<file path="config.mk">
export PLATFORM = sky130hd
export DESIGN_NAME = fcs_top
export DESIGN_NICKNAME = d
export VERILOG_FILES = /design/src/hw/fcs_pkg.sv /design/src/hw/fcs_sync.sv /design/src/hw/fcs_top.sv
export SDC_FILE = /design/constraint.sdc
export NUM_CORES = 1
export LEC_CHECK = 0
export ABC_AREA = 1
export BUFFER_PORTS_ARGS = -buffer_cell sky130_fd_sc_hd__buf_2
export CAP_MARGIN = 40
export CORE_MARGIN = 4
export CORE_UTILIZATION = 62
export CTS_CLUSTER_DIAMETER = 50
export CTS_CLUSTER_SIZE = 10
export DETAILED_ROUTE_END_ITERATION = 10
export GPL_TIMING_DRIVEN = 0
export PLACE_DENSITY = 0.78
export SYNTH_ARGS = -nofsm -noshare
export SYNTH_HDL_FRONTEND = slang
export SYNTH_HIERARCHICAL = 1
export SYNTH_SLANG_ARGS = --single-unit
export TNS_END_PERCENT = 30
</file>
<file path="constraint.sdc">
create_clock -name sys_clk -period 4 [get_ports sys_clk]
set_clock_uncertainty 0.15 [all_clocks]
set_input_delay 1.2 -clock sys_clk [delete_from_list [all_inputs] [get_ports sys_clk]]
set_output_delay 1.2 -clock sys_clk [all_outputs]
set_load 0.01 [all_outputs]
</file>
<file path="src/hw/fcs_pkg.sv">
// Constants, states and helpers for the fanout switch control block.
// Assumes a single 100 MHz system clock and synchronous active-low reset.
package fcs_pkg;

    // ----------------------------------------------------------------
    // Register map
    // ----------------------------------------------------------------
    localparam logic [7:0] SW_ROUTE_OFS   = 8'h00;
    localparam logic [7:0] COMP_PIN_OFS   = 8'h01;
    localparam logic [7:0] SW_ROUTE_RST   = 8'h00;
    localparam logic [7:0] COMP_PIN_RST   = 8'haa;
    localparam logic [7:0] SW_ROUTE_WMASK = 8'hfc;

    // ----------------------------------------------------------------
    // Field positions of the route register
    // ----------------------------------------------------------------
    localparam int B_EN_BIT  = 7;
    localparam int B_SEL_HI  = 6;
    localparam int B_SEL_LO  = 5;
    localparam int A_EN_BIT  = 4;
    localparam int A_SEL_HI  = 3;
    localparam int A_SEL_LO  = 2;

    // ----------------------------------------------------------------
    // Bus and pin constants
    // ----------------------------------------------------------------
    localparam logic [3:0] ADDR_FIXED  = 4'h7;
    localparam int         ADDR_PINS   = 3;
    localparam int         PORTS       = 4;
    localparam int         COMP_PINS   = 4;
    localparam logic [3:0] BYTE_BITS   = 4'h8;
    localparam logic [3:0] LAST_BIT    = 4'h7;
    localparam int         SYNC_WIDTH  = 12;
    localparam logic [11:0] SYNC_RST   = 12'h003;

    typedef enum logic [3:0] {
        ST_IDLE, ST_DEV, ST_ACK_DEV, ST_PTR, ST_ACK_PTR,
        ST_WR, ST_ACK_WR, ST_RD, ST_RACK
    } fcs_state_e;

    // One-hot port choice for a bank, empty when the bank is off
    function automatic logic [3:0] fcs_onehot(input logic en, input logic [1:0] sel);
        fcs_onehot = en ? (4'h1 << sel) : 4'h0;
    endfunction

endpackage

</file>
<file path="src/hw/fcs_sync.sv">
// Two-stage synchroniser for a bundle of asynchronous pins.
// Assumes each bit is an independent level; no word coherence is given.
`timescale 1ns/100ps
module fcs_sync #(
    parameter int              WIDTH     = 12,
    parameter logic [WIDTH-1:0] RESET_VAL = '0
) (
    // Clock and reset
    input  wire logic             sys_clk,
    input  wire logic             resetn,
    // Pins in, synchronised out
    input  wire logic [WIDTH-1:0] d,
    output logic      [WIDTH-1:0] q
);

    logic [WIDTH-1:0] meta;

    always_ff @(posedge sys_clk) begin
        if (!resetn) begin
            meta <= RESET_VAL;
            q    <= RESET_VAL;
        end else begin
            meta <= d;
            q    <= meta;
        end
    end

endmodule

</file>
<file path="src/hw/fcs_top.sv">
// Control logic of a 2:4 fanout switch: bus target, two registers, routing.
// Assumes the bus lines and all pins are asynchronous and are oversampled
// by sys_clk; bus clock must stay well below a quarter of sys_clk.
//
// Summary of operation
// Reset loads route 00h, companion AAh
// Route register zero leaves both banks open in mode 1
// Companion value AAh floats all four pins
// Mode 0 routes from the six pins
// Mode 1 routes from register, pins drive
// Bank A enable gates its port choice
// Bank B enable gates its port choice
// Two select bits pick port zero-three
// Same port: bank A wins, B open
// Route register field layout at 00h
// Pin n: bit 2n+1 float, 2n value
// Target address 0111 plus three pins
// Address byte first, last bit read/write
// Repeated start accepted in any state
// Route low two bits ignore writes, read 0
// Both registers read back their contents
// Pointer byte then data bytes stored
// Routing updates on acked byte, glitch-free
`timescale 1ns/100ps
module fcs_top
    import fcs_pkg::*;
(
    // Clock and reset
    input  wire logic                 sys_clk,
    input  wire logic                 resetn,
    // Configuration pins
    input  wire logic                 mode_pin,
    input  wire logic [ADDR_PINS-1:0] target_address_pins,
    // Bus lines, data open-drain
    input  wire logic                 scl_in,
    input  wire logic                 sda_in,
    output logic                      sda_out,
    output logic                      sda_oe_n,
    // Direct-control pins, inputs side
    input  wire logic                 direct_a_select_lo_pin,
    input  wire logic                 direct_a_select_hi_pin,
    input  wire logic                 direct_a_enable_pin,
    input  wire logic                 direct_b_select_lo_pin,
    input  wire logic                 direct_b_select_hi_pin,
    input  wire logic                 direct_b_enable_pin,
    // Companion pins, output side of pins 0..3
    output logic [COMP_PINS-1:0]      companion_out,
    output logic [COMP_PINS-1:0]      companion_oe_n,
    // Switch connections, one-hot per bank
    output logic [PORTS-1:0]          bank_a_to_port,
    output logic [PORTS-1:0]          bank_b_to_port
);

    // ----------------------------------------------------------------
    // Pin synchronisers
    // ----------------------------------------------------------------
    logic                  scl_s;
    logic                  sda_s;
    logic                  mode_s;
    logic [ADDR_PINS-1:0]  addr_s;
    logic                  dir_a_lo_s;
    logic                  dir_a_hi_s;
    logic                  dir_a_en_s;
    logic                  dir_b_lo_s;
    logic                  dir_b_hi_s;
    logic                  dir_b_en_s;
    logic                  scl_d;
    logic                  sda_d;

    fcs_sync #(
        .WIDTH     (SYNC_WIDTH),
        .RESET_VAL (SYNC_RST)
    ) u_sync (
        .sys_clk (sys_clk),
        .resetn  (resetn),
        .d       ({direct_b_enable_pin, direct_b_select_hi_pin, direct_b_select_lo_pin,
                   direct_a_enable_pin, direct_a_select_hi_pin, direct_a_select_lo_pin,
                   target_address_pins, mode_pin, sda_in, scl_in}),
        .q       ({dir_b_en_s, dir_b_hi_s, dir_b_lo_s, dir_a_en_s, dir_a_hi_s, dir_a_lo_s,
                   addr_s, mode_s, sda_s, scl_s})
    );

    logic scl_rise;
    logic scl_fall;
    logic bus_start;
    logic bus_stop;

    assign scl_rise  = scl_s & ~scl_d;
    assign scl_fall  = ~scl_s & scl_d;
    // Data edges only count while the clock is steady high
    assign bus_start = scl_s & scl_d & sda_d & ~sda_s;
    assign bus_stop  = scl_s & scl_d & ~sda_d & sda_s;

    // ----------------------------------------------------------------
    // Registers and read mux
    // ----------------------------------------------------------------
    logic [7:0] route_reg;
    logic [7:0] comp_reg;

    // Unmapped pointers read as zero
    function automatic logic [7:0] fcs_read(input logic [7:0] p, input logic [7:0] route_v,
                                            input logic [7:0] comp_v);
        fcs_read = (p == SW_ROUTE_OFS) ? (route_v & SW_ROUTE_WMASK) :
                   (p == COMP_PIN_OFS) ? comp_v : 8'h00;
    endfunction

    // ----------------------------------------------------------------
    // Bus target state machine
    // ----------------------------------------------------------------
    fcs_state_e state;
    fcs_state_e next_state;
    logic [3:0] bit_cnt;
    logic [3:0] next_bit_cnt;
    logic [7:0] shreg;
    logic [7:0] next_shreg;
    logic [7:0] ptr;
    logic [7:0] next_ptr;
    logic       next_sda_oe_n;
    logic       wr_en;
    logic       rx_state;
    logic       byte_done;
    logic       addr_hit;
    logic [7:0] ptr_inc;

    assign rx_state  = (state == ST_DEV) | (state == ST_PTR) | (state == ST_WR);
    assign byte_done = (bit_cnt == BYTE_BITS);
    assign addr_hit  = (shreg[7:1] == {ADDR_FIXED, addr_s});
    assign ptr_inc   = 8'(ptr + 8'h01);

    always_comb begin
        next_state    = state;
        next_bit_cnt  = bit_cnt;
        next_shreg    = shreg;
        next_ptr      = ptr;
        next_sda_oe_n = sda_oe_n;
        wr_en         = 1'b0;
        if (bus_start) begin
            // Restart from any state, no stop needed
            next_state    = ST_DEV;
            next_bit_cnt  = 4'h0;
            next_sda_oe_n = 1'b1;
        end else if (bus_stop) begin
            next_state    = ST_IDLE;
            next_sda_oe_n = 1'b1;
        end else if (rx_state && scl_rise) begin
            next_shreg   = {shreg[6:0], sda_s};
            next_bit_cnt = 4'(bit_cnt + 4'h1);
        end else if (scl_fall) begin
            unique case (state)
                ST_IDLE: ;
                ST_DEV: begin
                    if (byte_done) begin
                        next_bit_cnt  = 4'h0;
                        next_state    = addr_hit ? ST_ACK_DEV : ST_IDLE;
                        next_sda_oe_n = ~addr_hit;
                    end
                end
                ST_ACK_DEV: begin
                    next_bit_cnt = 4'h0;
                    if (shreg[0]) begin
                        // Read: first data bit goes out on this fall
                        next_state    = ST_RD;
                        next_shreg    = fcs_read(ptr, route_reg, comp_reg);
                        next_sda_oe_n = next_shreg[7];
                    end else begin
                        next_state    = ST_PTR;
                        next_sda_oe_n = 1'b1;
                    end
                end
                ST_PTR: begin
                    if (byte_done) begin
                        next_bit_cnt  = 4'h0;
                        next_ptr      = shreg;
                        next_state    = ST_ACK_PTR;
                        next_sda_oe_n = 1'b0;
                    end
                end
                ST_ACK_PTR: begin
                    next_state    = ST_WR;
                    next_sda_oe_n = 1'b1;
                end
                ST_WR: begin
                    if (byte_done) begin
                        next_bit_cnt  = 4'h0;
                        wr_en         = 1'b1;
                        next_state    = ST_ACK_WR;
                        next_sda_oe_n = 1'b0;
                    end
                end
                ST_ACK_WR: begin
                    next_ptr      = ptr_inc;
                    next_state    = ST_WR;
                    next_sda_oe_n = 1'b1;
                end
                ST_RD: begin
                    next_bit_cnt = 4'(bit_cnt + 4'h1);
                    if (bit_cnt == LAST_BIT) begin
                        next_state    = ST_RACK;
                        next_sda_oe_n = 1'b1;
                    end else begin
                        next_shreg    = {shreg[6:0], 1'b0};
                        next_sda_oe_n = shreg[6];
                    end
                end
                ST_RACK: begin
                    // Controller acked: move on to the next register
                    next_bit_cnt  = 4'h0;
                    next_ptr      = ptr_inc;
                    next_state    = ST_RD;
                    next_shreg    = fcs_read(ptr_inc, route_reg, comp_reg);
                    next_sda_oe_n = next_shreg[7];
                end
            endcase
        end else if (state == ST_RACK && scl_rise && sda_s) begin
            next_state = ST_IDLE;
        end
    end

    always_ff @(posedge sys_clk) begin
        if (!resetn) begin
            state    <= ST_IDLE;
            bit_cnt  <= 4'h0;
            shreg    <= 8'h00;
            ptr      <= 8'h00;
            sda_oe_n <= 1'b1;
            sda_out  <= 1'b0;
            scl_d    <= 1'b1;
            sda_d    <= 1'b1;
        end else begin
            state    <= next_state;
            bit_cnt  <= next_bit_cnt;
            shreg    <= next_shreg;
            ptr      <= next_ptr;
            sda_oe_n <= next_sda_oe_n;
            sda_out  <= 1'b0;
            scl_d    <= scl_s;
            sda_d    <= sda_s;
        end
    end

    // ----------------------------------------------------------------
    // Register writes
    // ----------------------------------------------------------------
    always_ff @(posedge sys_clk) begin
        if (!resetn) begin
            route_reg <= SW_ROUTE_RST;
            comp_reg  <= COMP_PIN_RST;
        end else if (wr_en && ptr == SW_ROUTE_OFS) begin
            route_reg <= shreg & SW_ROUTE_WMASK;
        end else if (wr_en && ptr == COMP_PIN_OFS) begin
            comp_reg  <= shreg;
        end
    end

    // ----------------------------------------------------------------
    // Routing and companion pins
    // ----------------------------------------------------------------
    logic                 a_en;
    logic                 b_en;
    logic [1:0]           a_sel;
    logic [1:0]           b_sel;
    logic [PORTS-1:0]     next_a_to_port;
    logic [PORTS-1:0]     next_b_to_port;
    logic [COMP_PINS-1:0] next_comp_out;
    logic [COMP_PINS-1:0] next_comp_oe_n;

    assign a_en  = mode_s ? route_reg[A_EN_BIT] : dir_a_en_s;
    assign b_en  = mode_s ? route_reg[B_EN_BIT] : dir_b_en_s;
    assign a_sel = mode_s ? route_reg[A_SEL_HI:A_SEL_LO] : {dir_a_hi_s, dir_a_lo_s};
    assign b_sel = mode_s ? route_reg[B_SEL_HI:B_SEL_LO] : {dir_b_hi_s, dir_b_lo_s};
    assign next_a_to_port = fcs_onehot(a_en, a_sel);
    // Bank A takes a shared port first
    assign next_b_to_port = fcs_onehot(b_en, b_sel) & ~next_a_to_port;

    always_comb begin
        next_comp_out  = '0;
        next_comp_oe_n = '1;
        for (int n = 0; n < COMP_PINS; n++) begin
            next_comp_out[n]  = comp_reg[2*n];
            // Mode 0 keeps the pins as inputs
            next_comp_oe_n[n] = ~mode_s | comp_reg[2*n+1];
        end
    end

    // Registered so a multi-bit change never shows a half-decoded route
    always_ff @(posedge sys_clk) begin
        if (!resetn) begin
            bank_a_to_port <= '0;
            bank_b_to_port <= '0;
            companion_out  <= '0;
            companion_oe_n <= '1;
        end else begin
            bank_a_to_port <= next_a_to_port;
            bank_b_to_port <= next_b_to_port;
            companion_out  <= next_comp_out;
            companion_oe_n <= next_comp_oe_n;
        end
    end
endmodule

</file>
==> results.txt, run 1 <==
global-route wire length before repair: 14,000 um
largest net degree at the start of global routing: 16
Finish-stage setup viols: 0
Top-Level Pins: 32
ANT nets after route: 0
Final nets: 579
share of layout cells above drive strength 1: 13.6%
GRT overflow: 0
DIE AREA: 0.00730 mm2
Synth cell types: 42
startpoint class of the critical path: primary input
Max Transition Viols Final: 0
Synth Register Bits: 81
synth warn: 6
Final Util: 73.0%
drt pass-1 iters: 5
RSZ-0062 raised after global routing: false
hold buffer count at CTS: 0
Worst EP required: 4.13 ns
WP data arrival: 2.62 ns
Slew @ Worst Pin: 0.608 ns
VDD IR max: 0.000257 V
period utilization: 62.3%
Avg Cell Area, Syn: 7.16 um2
total number of vias: 3,465
setup TNS: 0 ns
HPWL Detailed: 6120 um
WL per Instance: 13.0 um
worst hold slack: 0.251 ns
# H-tree levels: 3
synthesized area: 0.00372 mm2
max-cap violation count: 0
# rows: 27
Leakage Power: 2.00 nW
Die Ht: 85.4 um
setup bufs post-CTS: 0
initial antenna violation count: 0
FILL cells: 480
Hold Violations, Final: 0
CTS buffer count: 9
dominant synthesized flop cell: dfxtp_1
n_diodes: 0
biggest regs: u_sync/meta (12), u_sync/q (12)
Port Buffers: 30
Total GRT Usage: 23.8%
Vias/cell: 5.44
gp weighted congestion: 0.899
Period minus WS final: 2.49 ns
wirelength, routed: 8300 um
TritonCTS clock tree: done
CTS root buffer: clkbuf_8
initial cell density of the core: 65.5%
Critical Path Fanout Max: 10
asr flop ratio synth: 0%
worst hold path class: reg2reg
Synth Instances: 519
Die W: 85.4 um
EDFF count, synth: 0
Worst setup startpoint: resetn
clock buffer depth: 2
Tot Pwr: 1.49 mW
fmax: 0.401 GHz
post-synthesis sequential area ratio: 43.6%
Setup CP Type: in2reg
syn nets: 538
status: finished, final reports clean
vias in the first global route: 3,061
DR DRC count: 0
CTS clk-pin slew, worst paths: 0.09 ns
area delta synth->final: 11.5%
max_slew headroom: 59.5%
Critical Path End Type: flip-flop
Worst-Skew Late Latency: 0.35 ns
Reg-to-Reg Start: ptr[0]
initial DRC count: 292
hold path start: u_sync/meta[1]
post_cts resized: 0
cell area power density: 360 mW/mm2
Clock Sinks: 81
Core Region: 0.00568 mm2
## cell families after synthesis
| group | Yosys count | share of synthesized area (%) |
|---|---|---|
| flip-flops | 81 | 43.6 |
| other | 1 | 0.101 |
| adder cells (fa/ha/maj) | 5 | 1.68 |
| AO/OA/AOI/OAI | 98 | 14.8 |
| multiplexers | 3 | 0.875 |
| AND/OR/NAND/NOR | 232 | 27.2 |
| buffers and inverters | 96 | 11.0 |
| XOR/XNOR | 3 | 0.707 |
## per-layer routing
metal  global-route usage (%)  wire length, um  vias up  part of all wire, %
met5                        0                0        -                    0
met4                     9.50              170        0                  2.0
met3                     4.95              584       21                  7.0
met2                     36.9             3820      142                   46
met1                     32.2             3730     1561                   45
li1                         -                -     1741                    -
## power breakdown
part / switching [mW] / leakage (nW) / internal [mW] / total, mW
clock network: 0.311 / 0.0855 / 0.247 / 0.558
logic: 0.0705 / 1.26 / 0.0352 / 0.106
registers: 0.00771 / 0.659 / 0.822 / 0.830
total: 0.389 / 2.00 / 1.10 / 1.49
## cell type report
type / instances / area, um2 / area share [%]
clock buffer: 10 / 138 / 3.32
multi-input combinational: 342 / 1690 / 40.7
timing repair buffer: 30 / 150 / 3.62
sequential: 81 / 1620 / 39.1
clock inverter: 6 / 48.8 / 1.18
tap: 72 / 90.1 / 2.17
buffer: 15 / 104 / 2.51
inverter: 81 / 307 / 7.40
## cell usage in the layout, fill, tap and decap left out, drive strengths merged
cell      netlist  routed
conb            1       1
o21bai          1       1
nand4           5       5
a21oi          49      49
nand2         137     137
o21ai          36      36
nor3           12      12
a211oi          1       1
clkbuf          6      16
mux2i           1       1
a31o            1       1
nand3b          5       5
nor4            1       1
o31ai           1       1
clkinv          0       1
dfxtp          81      81
mux2            2       2
and2            1       1
nand3          30      30
xor2            2       2
buf             9      39
ha              5       5
o211ai          5       5
a31oi           4       4
inv            81      83
nor2           40      40
or2             1       1
xnor2           1       1
clkinvlp        0       3
## metrics by stage
| step | setup slack [ns] | std cells | instance area, um2 |
|---|---|---|---|
| after detailed placement | 1.12 | 621 | 3960 |
| after CTS | 1.50 | 637 | 4150 |
| after global routing | 1.40 | 637 | 4150 |
| after floorplan | 1.81 | 519 | 3720 |
| after global placement | 1.16 | 621 | 3960 |
| final | 1.51 | 637 | 4150 |
## path summary, 6_finish.rpt
kind | slack (ns) | cells past startpoint | to
worst max-delay path | 1.51 | 5 | bank_a_to_port[2]
worst min-delay path | 0.25 | 2 | u_sync/q[1]
worst max register to register | 1.85 | 8 | comp_reg[4]
worst min register to register | 0.25 | 2 | u_sync/q[1]
## synth_stat cells (2+ instances only)
library cell | instances | area, um2
buf_6 | 5 | 56.3
mux2_2 | 2 | 22.5
nor2_1 | 38 | 143
clkbuf_1 | 5 | 18.8
nand2_2 | 3 | 18.8
ha_1 | 5 | 62.6
nand3_2 | 2 | 20.0
nor3_1 | 11 | 55.1
buf_4 | 2 | 15.0
a21oi_1 | 47 | 235
a31oi_1 | 4 | 25.0
o211ai_1 | 5 | 37.5
nand4_1 | 5 | 31.3
dfxtp_1 | 81 | 1620
xor2_1 | 2 | 17.5
a21oi_2 | 2 | 17.5
o21ai_0 | 28 | 140
inv_2 | 3 | 11.3
o21ai_1 | 7 | 35.0
nand2_4 | 2 | 22.5
nand3_1 | 28 | 140
nand2_1 | 132 | 495
nand3b_1 | 5 | 37.5
inv_1 | 77 | 289
## worst max-delay path: stages
cell      delay (ns)
buf_2           0.16
clkbuf_1        0.40
inv_1           0.26
clkbuf_1        0.34
nor3_1          0.26
Power figures use the tool's default switching activity.
==> inputs of run 2 (changes only) <==
Settings changed: CORE_UTILIZATION 62 to 59, PLACE_DENSITY 0.78 to 0.75.
Clock period 4 ns to 2.6 ns, I/O delays scaled along.
==> run 2 against run 1 <==
Global-route usage is 0.59 points lower. Sequential power rose by 54%. Total power up 58%. Critical path type is now reg2reg. Via count is 2.3% lower. Largest cell class unchanged. Flip-flop and latch count is the same. Wire length decreased by 0.35%. Final cell count up 0.47%.
==> results.txt, run 2 (synthesis gave the netlist of run 1 again) <==
ANT nets after route: 0
Clock Sinks: 81
Total GRT Usage: 23.2%
setup TNS: 0 ns
clock buffer depth: 2
final std cells w/o fill: 640
status: finished, final reports clean
initial cell density of the core: 61.7%
DIE AREA: 0.00764 mm2
cell area power density: 567 mW/mm2
CTS clk-pin slew, worst paths: 0.09 ns
Critical Path Fanout Max: 9
combinational share of power: 6.9%
max_slew headroom: 57.7%
Clock Power Share: 39.1%
slowest CP cell: dfxtp_1
Tot Pwr: 2.36 mW
CTS buffer count: 9
Finish-stage setup viols: 0
FILL cells: 561
post_cts resized: 0
RSZ-0062 raised after global routing: false
CTS root buffer: clkbuf_8
hold buffer count at CTS: 0
Reg-to-Reg Start: ptr[0]
period utilization: 82.8%
Final nets: 579
Worst setup startpoint: ptr[0]
crit-path most repeated cell: inv_1
setup bufs post-CTS: 0
Port Buffers: 30
DR DRC count: 0
# rows: 28
Period minus WS final: 2.15 ns
Die W: 87.4 um
worst setup margin: 0.447 ns
sw power: 0.593 mW
Top-Level Pins: 32
Setup CP Type: reg2reg
initial DRC count: 312
vias in the first global route: 2,982
CP max stage delay: 0.41 ns
worst hold path class: reg2reg
Vias/cell: 5.29
total number of vias: 3,386
wirelength, routed: 8270 um
global-route wire length before repair: 13,900 um
placed insts: 624
# H-tree levels: 3
Sw Share: 25.1%
startpoint class of the critical path: flip-flop
HPWL Detailed: 6200 um
VDD IR max: 0.000524 V
Slew @ Worst Pin: 0.635 ns
WL per Instance: 12.9 um
hold path start: u_sync/meta[6]
commonest non-fill, non-tap cell in the layout: nand2_1
max-cap violation count: 0
area delta synth->final: 11.9%
DP Worst Slack: 0.131 ns
Worst-Skew Late Latency: 0.35 ns
largest net degree at the start of global routing: 16
worst path cell trace: inv_1 > ha_1 > nand3b_1 > nor2_1 > nand2_1 > inv_1 > o21ai_0 > a21oi_1
Worst EP required: 2.73 ns
fmax: 0.465 GHz
Hold Violations, Final: 0
biggest regs: u_sync/meta (12), u_sync/q (12)
Leakage Power: 2.01 nW
most frequent cells in the layout: nand2_1, dfxtp_1, inv_1, a21oi_1, nor2_1
Max Transition Viols Final: 0
Core Region: 0.00603 mm2
Die Ht: 87.4 um
GRT overflow: 0
initial antenna violation count: 0
n_diodes: 0
WP data arrival: 2.28 ns
gp weighted congestion: 0.927
Int Pwr: 1.77 mW
Critical Path End Type: flip-flop
share of layout cells above drive strength 1: 13.6%
drt pass-1 iters: 6
sequential share of power: 54.0%
TritonCTS clock tree: done
[run 2: cell types whose count changed in the layout (fill, tap and decap cells not counted)]
cell | before | now
clkinv_2 | 0 | 1
clkinvlp_4 | 3 | 2
clkbuf_8 | 10 | 9
bufinv_16 | 0 | 1
[run 2: final timing paths]
kind / endpoint / cells after the start / slack, ns
worst min register to register: u_sync/q[6] / 2 / 0.26
worst max-delay path: comp_reg[4] / 8 / 0.45
worst max register to register: comp_reg[4] / 8 / 0.45
worst min-delay path: u_sync/q[6] / 2 / 0.26
[run 2: area by class of cell]
cell class / instances / area (um2) / area share (%)
buffer: 15 / 104 / 2.49
clock buffer: 9 / 124 / 2.98
clock inverter: 7 / 76.3 / 1.83
inverter: 81 / 307 / 7.36
multi-input combinational: 342 / 1690 / 40.5
sequential: 81 / 1620 / 39.0
tap: 75 / 93.8 / 2.25
timing repair buffer: 30 / 150 / 3.61
[run 2: worst max-delay path, delay by kind of cell, from the launching register on]
| family | cells | cell delay [ns] |
|---|---|---|
| compound gates | 2 | 0.25 |
| fa+ha+maj | 1 | 0.27 |
| buf+inv | 2 | 0.37 |
| flops | 1 | 0.41 |
| simple gates | 3 | 0.61 |
[run 2: per-stage QoR]
stage	cell area, um2	utilization (%)	hold slack [ns]
4_1_cts	4160	69.1	0.255
3_5_place_dp	3960	65.8	0.245
2_1_floorplan	3720	-	0.230
5_1_grt	4160	69.1	0.276
6_report	4160	69.1	0.259
3_3_place_gp	3960	65.8	0.233
[run 2: layer usage]
layer / share of wire [%] / routed length [um] / track usage [%]
met2: 46 / 3790 / 36.4
met3: 6.4 / 532 / 3.78
met1: 46 / 3840 / 32.1
met5: 0 / 0 / 0
met4: 1.3 / 105 / 8.23
[run 2: power groups by stage]
| stage | Sequential (mW) | Combinational, mW | Clock, mW |
|---|---|---|---|
| final | 1.28 | 0.163 | 0.923 |
| after global routing | 1.28 | 0.185 | 0.991 |
| after CTS | 1.28 | 0.161 | 0.939 |
| after detailed placement | 1.31 | 0.160 | 0 |
| after global placement | 1.31 | 0.158 | 0 |
| after floorplan | 1.30 | 0.117 | 0 |
==> inputs of run 3 (changes only) <==
Clock period 2.6 ns to 2.2 ns, I/O delays scaled along.
==> run 3 against run 2 <==
Count of clock-buffer cells in the layout unchanged. Total power up 18%. Setup slack worse by 0.25 ns. Combinational power up 18%. Largest power group unchanged. Utilization up 0.23 points. Sequential share of layout area down 0.099 points. Critical path depth down 3. Register-to-register slack worse by 0.24 ns. Design area up 0.33%. Hold slack worse by 0.0015 ns. Die area unchanged. Sequential power up 18%.
==> results.txt, run 3 (synthesis gave the netlist of run 1 again) <==
RSZ-0062 raised after global routing: false
Worst-Skew Late Latency: 0.35 ns
gp weighted congestion: 0.927
# rows: 28
Total GRT Usage: 23.2%
biggest regs: u_sync/meta (12), u_sync/q (12)
initial cell density of the core: 61.7%
Setup CP Type: in2reg
worst hold slack: 0.258 ns
Slew @ Worst Pin: 0.659 ns
Clock Sinks: 81
TritonCTS clock tree: done
worst hold path class: reg2reg
CTS buffer count: 9
Max Transition Viols Final: 0
share of layout cells above drive strength 1: 14.7%
initial DRC count: 287
Worst EP required: 2.32 ns
Leakage Power: 2.01 nW
sw power: 0.706 mW
Port Buffers: 30
Core Region: 0.00603 mm2
commonest non-fill, non-tap cell in the layout: nand2_1
wirelength, routed: 8320 um
clock buffer depth: 2
most frequent cells in the layout: nand2_1, dfxtp_1, inv_1, a21oi_1, nor2_1
WL per Instance: 13.0 um
ANT nets after route: 0
fmax: 0.499 GHz
setup bufs post-CTS: 0
Sw Share: 25.2%
sequential share of power: 54.0%
global-route wire length before repair: 13,900 um
max_slew headroom: 56.1%
DR DRC count: 0
Critical Path End Type: flip-flop
period utilization: 91.1%
vias in the first global route: 2,982
Critical Path Fanout Max: 10
setup TNS: 0 ns
startpoint class of the critical path: primary input
Vias/cell: 5.33
Final Util: 69.3%
largest net degree at the start of global routing: 16
total number of vias: 3,411
n_diodes: 0
WP data arrival: 2.13 ns
max-cap violation count: 0
# H-tree levels: 3
HPWL Detailed: 6200 um
GRT overflow: 0
status: finished, final reports clean
Die W: 87.4 um
drt pass-1 iters: 5
Final nets: 579
Hold Violations, Final: 0
Int Pwr: 2.09 mW
CTS root buffer: clkbuf_8
Clock Power Share: 39.1%
Die Ht: 87.4 um
CTS clk-pin slew, worst paths: 0.09 ns
Top-Level Pins: 32
DIE AREA: 0.00764 mm2
cell area power density: 670 mW/mm2
Period minus WS final: 2.00 ns
initial antenna violation count: 0
area delta synth->final: 12.3%
combinational share of power: 6.9%
VDD IR max: 0.000621 V
Finish-stage setup viols: 0
run 3: worst max-delay path, cell delays in order:
cell and delay, ns:
buf_2 0.16, clkbuf_1 0.40, inv_1 0.26, clkbuf_1 0.36, nor3_1 0.28
run 3: final cells by class:
cell class | instances | area (um2)
buffer | 15 | 104
clock buffer | 9 | 124
clock inverter | 7 | 76.3
fill | 556 | 1850
inverter | 81 | 307
multi-input combinational | 342 | 1700
sequential | 81 | 1620
tap | 75 | 93.8
timing repair buffer | 30 | 150
run 3: through the flow:
step	worst slack, ns	power, mW	std cells	instance area, um2
detailed placement	-0.149	1.73	624	3960
global route	0.00618	2.90	640	4180
floorplan	0.441	1.68	519	3720
CTS	0.0908	2.81	640	4160
global placement	-0.145	1.73	624	3960
finish	0.197	2.80	640	4180
run 3: per-layer routing:
metal	wire length, um	track usage (%)	vias up
met3	496	3.78	9
li1	-	-	1732
met4	108	8.23	0
met2	3780	36.4	109
met5	0	0	-
met1	3930	32.1	1561
run 3: timing repair:
| action | CTS | global route |
|---|---|---|
| resized for setup | 0 | 6 |
| hold buffers | 0 | 0 |
| endpoints found under the setup margin | 0 | 15 |
run 3: path summary, 6_finish.rpt:
path              slack (ns)                end           start  cells past startpoint
setup / recovery        0.20  bank_a_to_port[2]          resetn                      5
hold / removal          0.26        u_sync/q[6]  u_sync/meta[6]                      2
setup reg to reg        0.21           state[2]        state[0]                     10
hold reg to reg         0.26        u_sync/q[6]  u_sync/meta[6]                      2
run 3: power groups by stage:
stage          clock (mW)  combinational (mW)  sequential, mW
3_5_place_dp            0               0.190            1.54
5_1_grt              1.17               0.219            1.51
6_report             1.09               0.193            1.51
4_1_cts              1.11               0.191            1.51
3_3_place_gp            0               0.186            1.54
2_1_floorplan           0               0.139            1.54
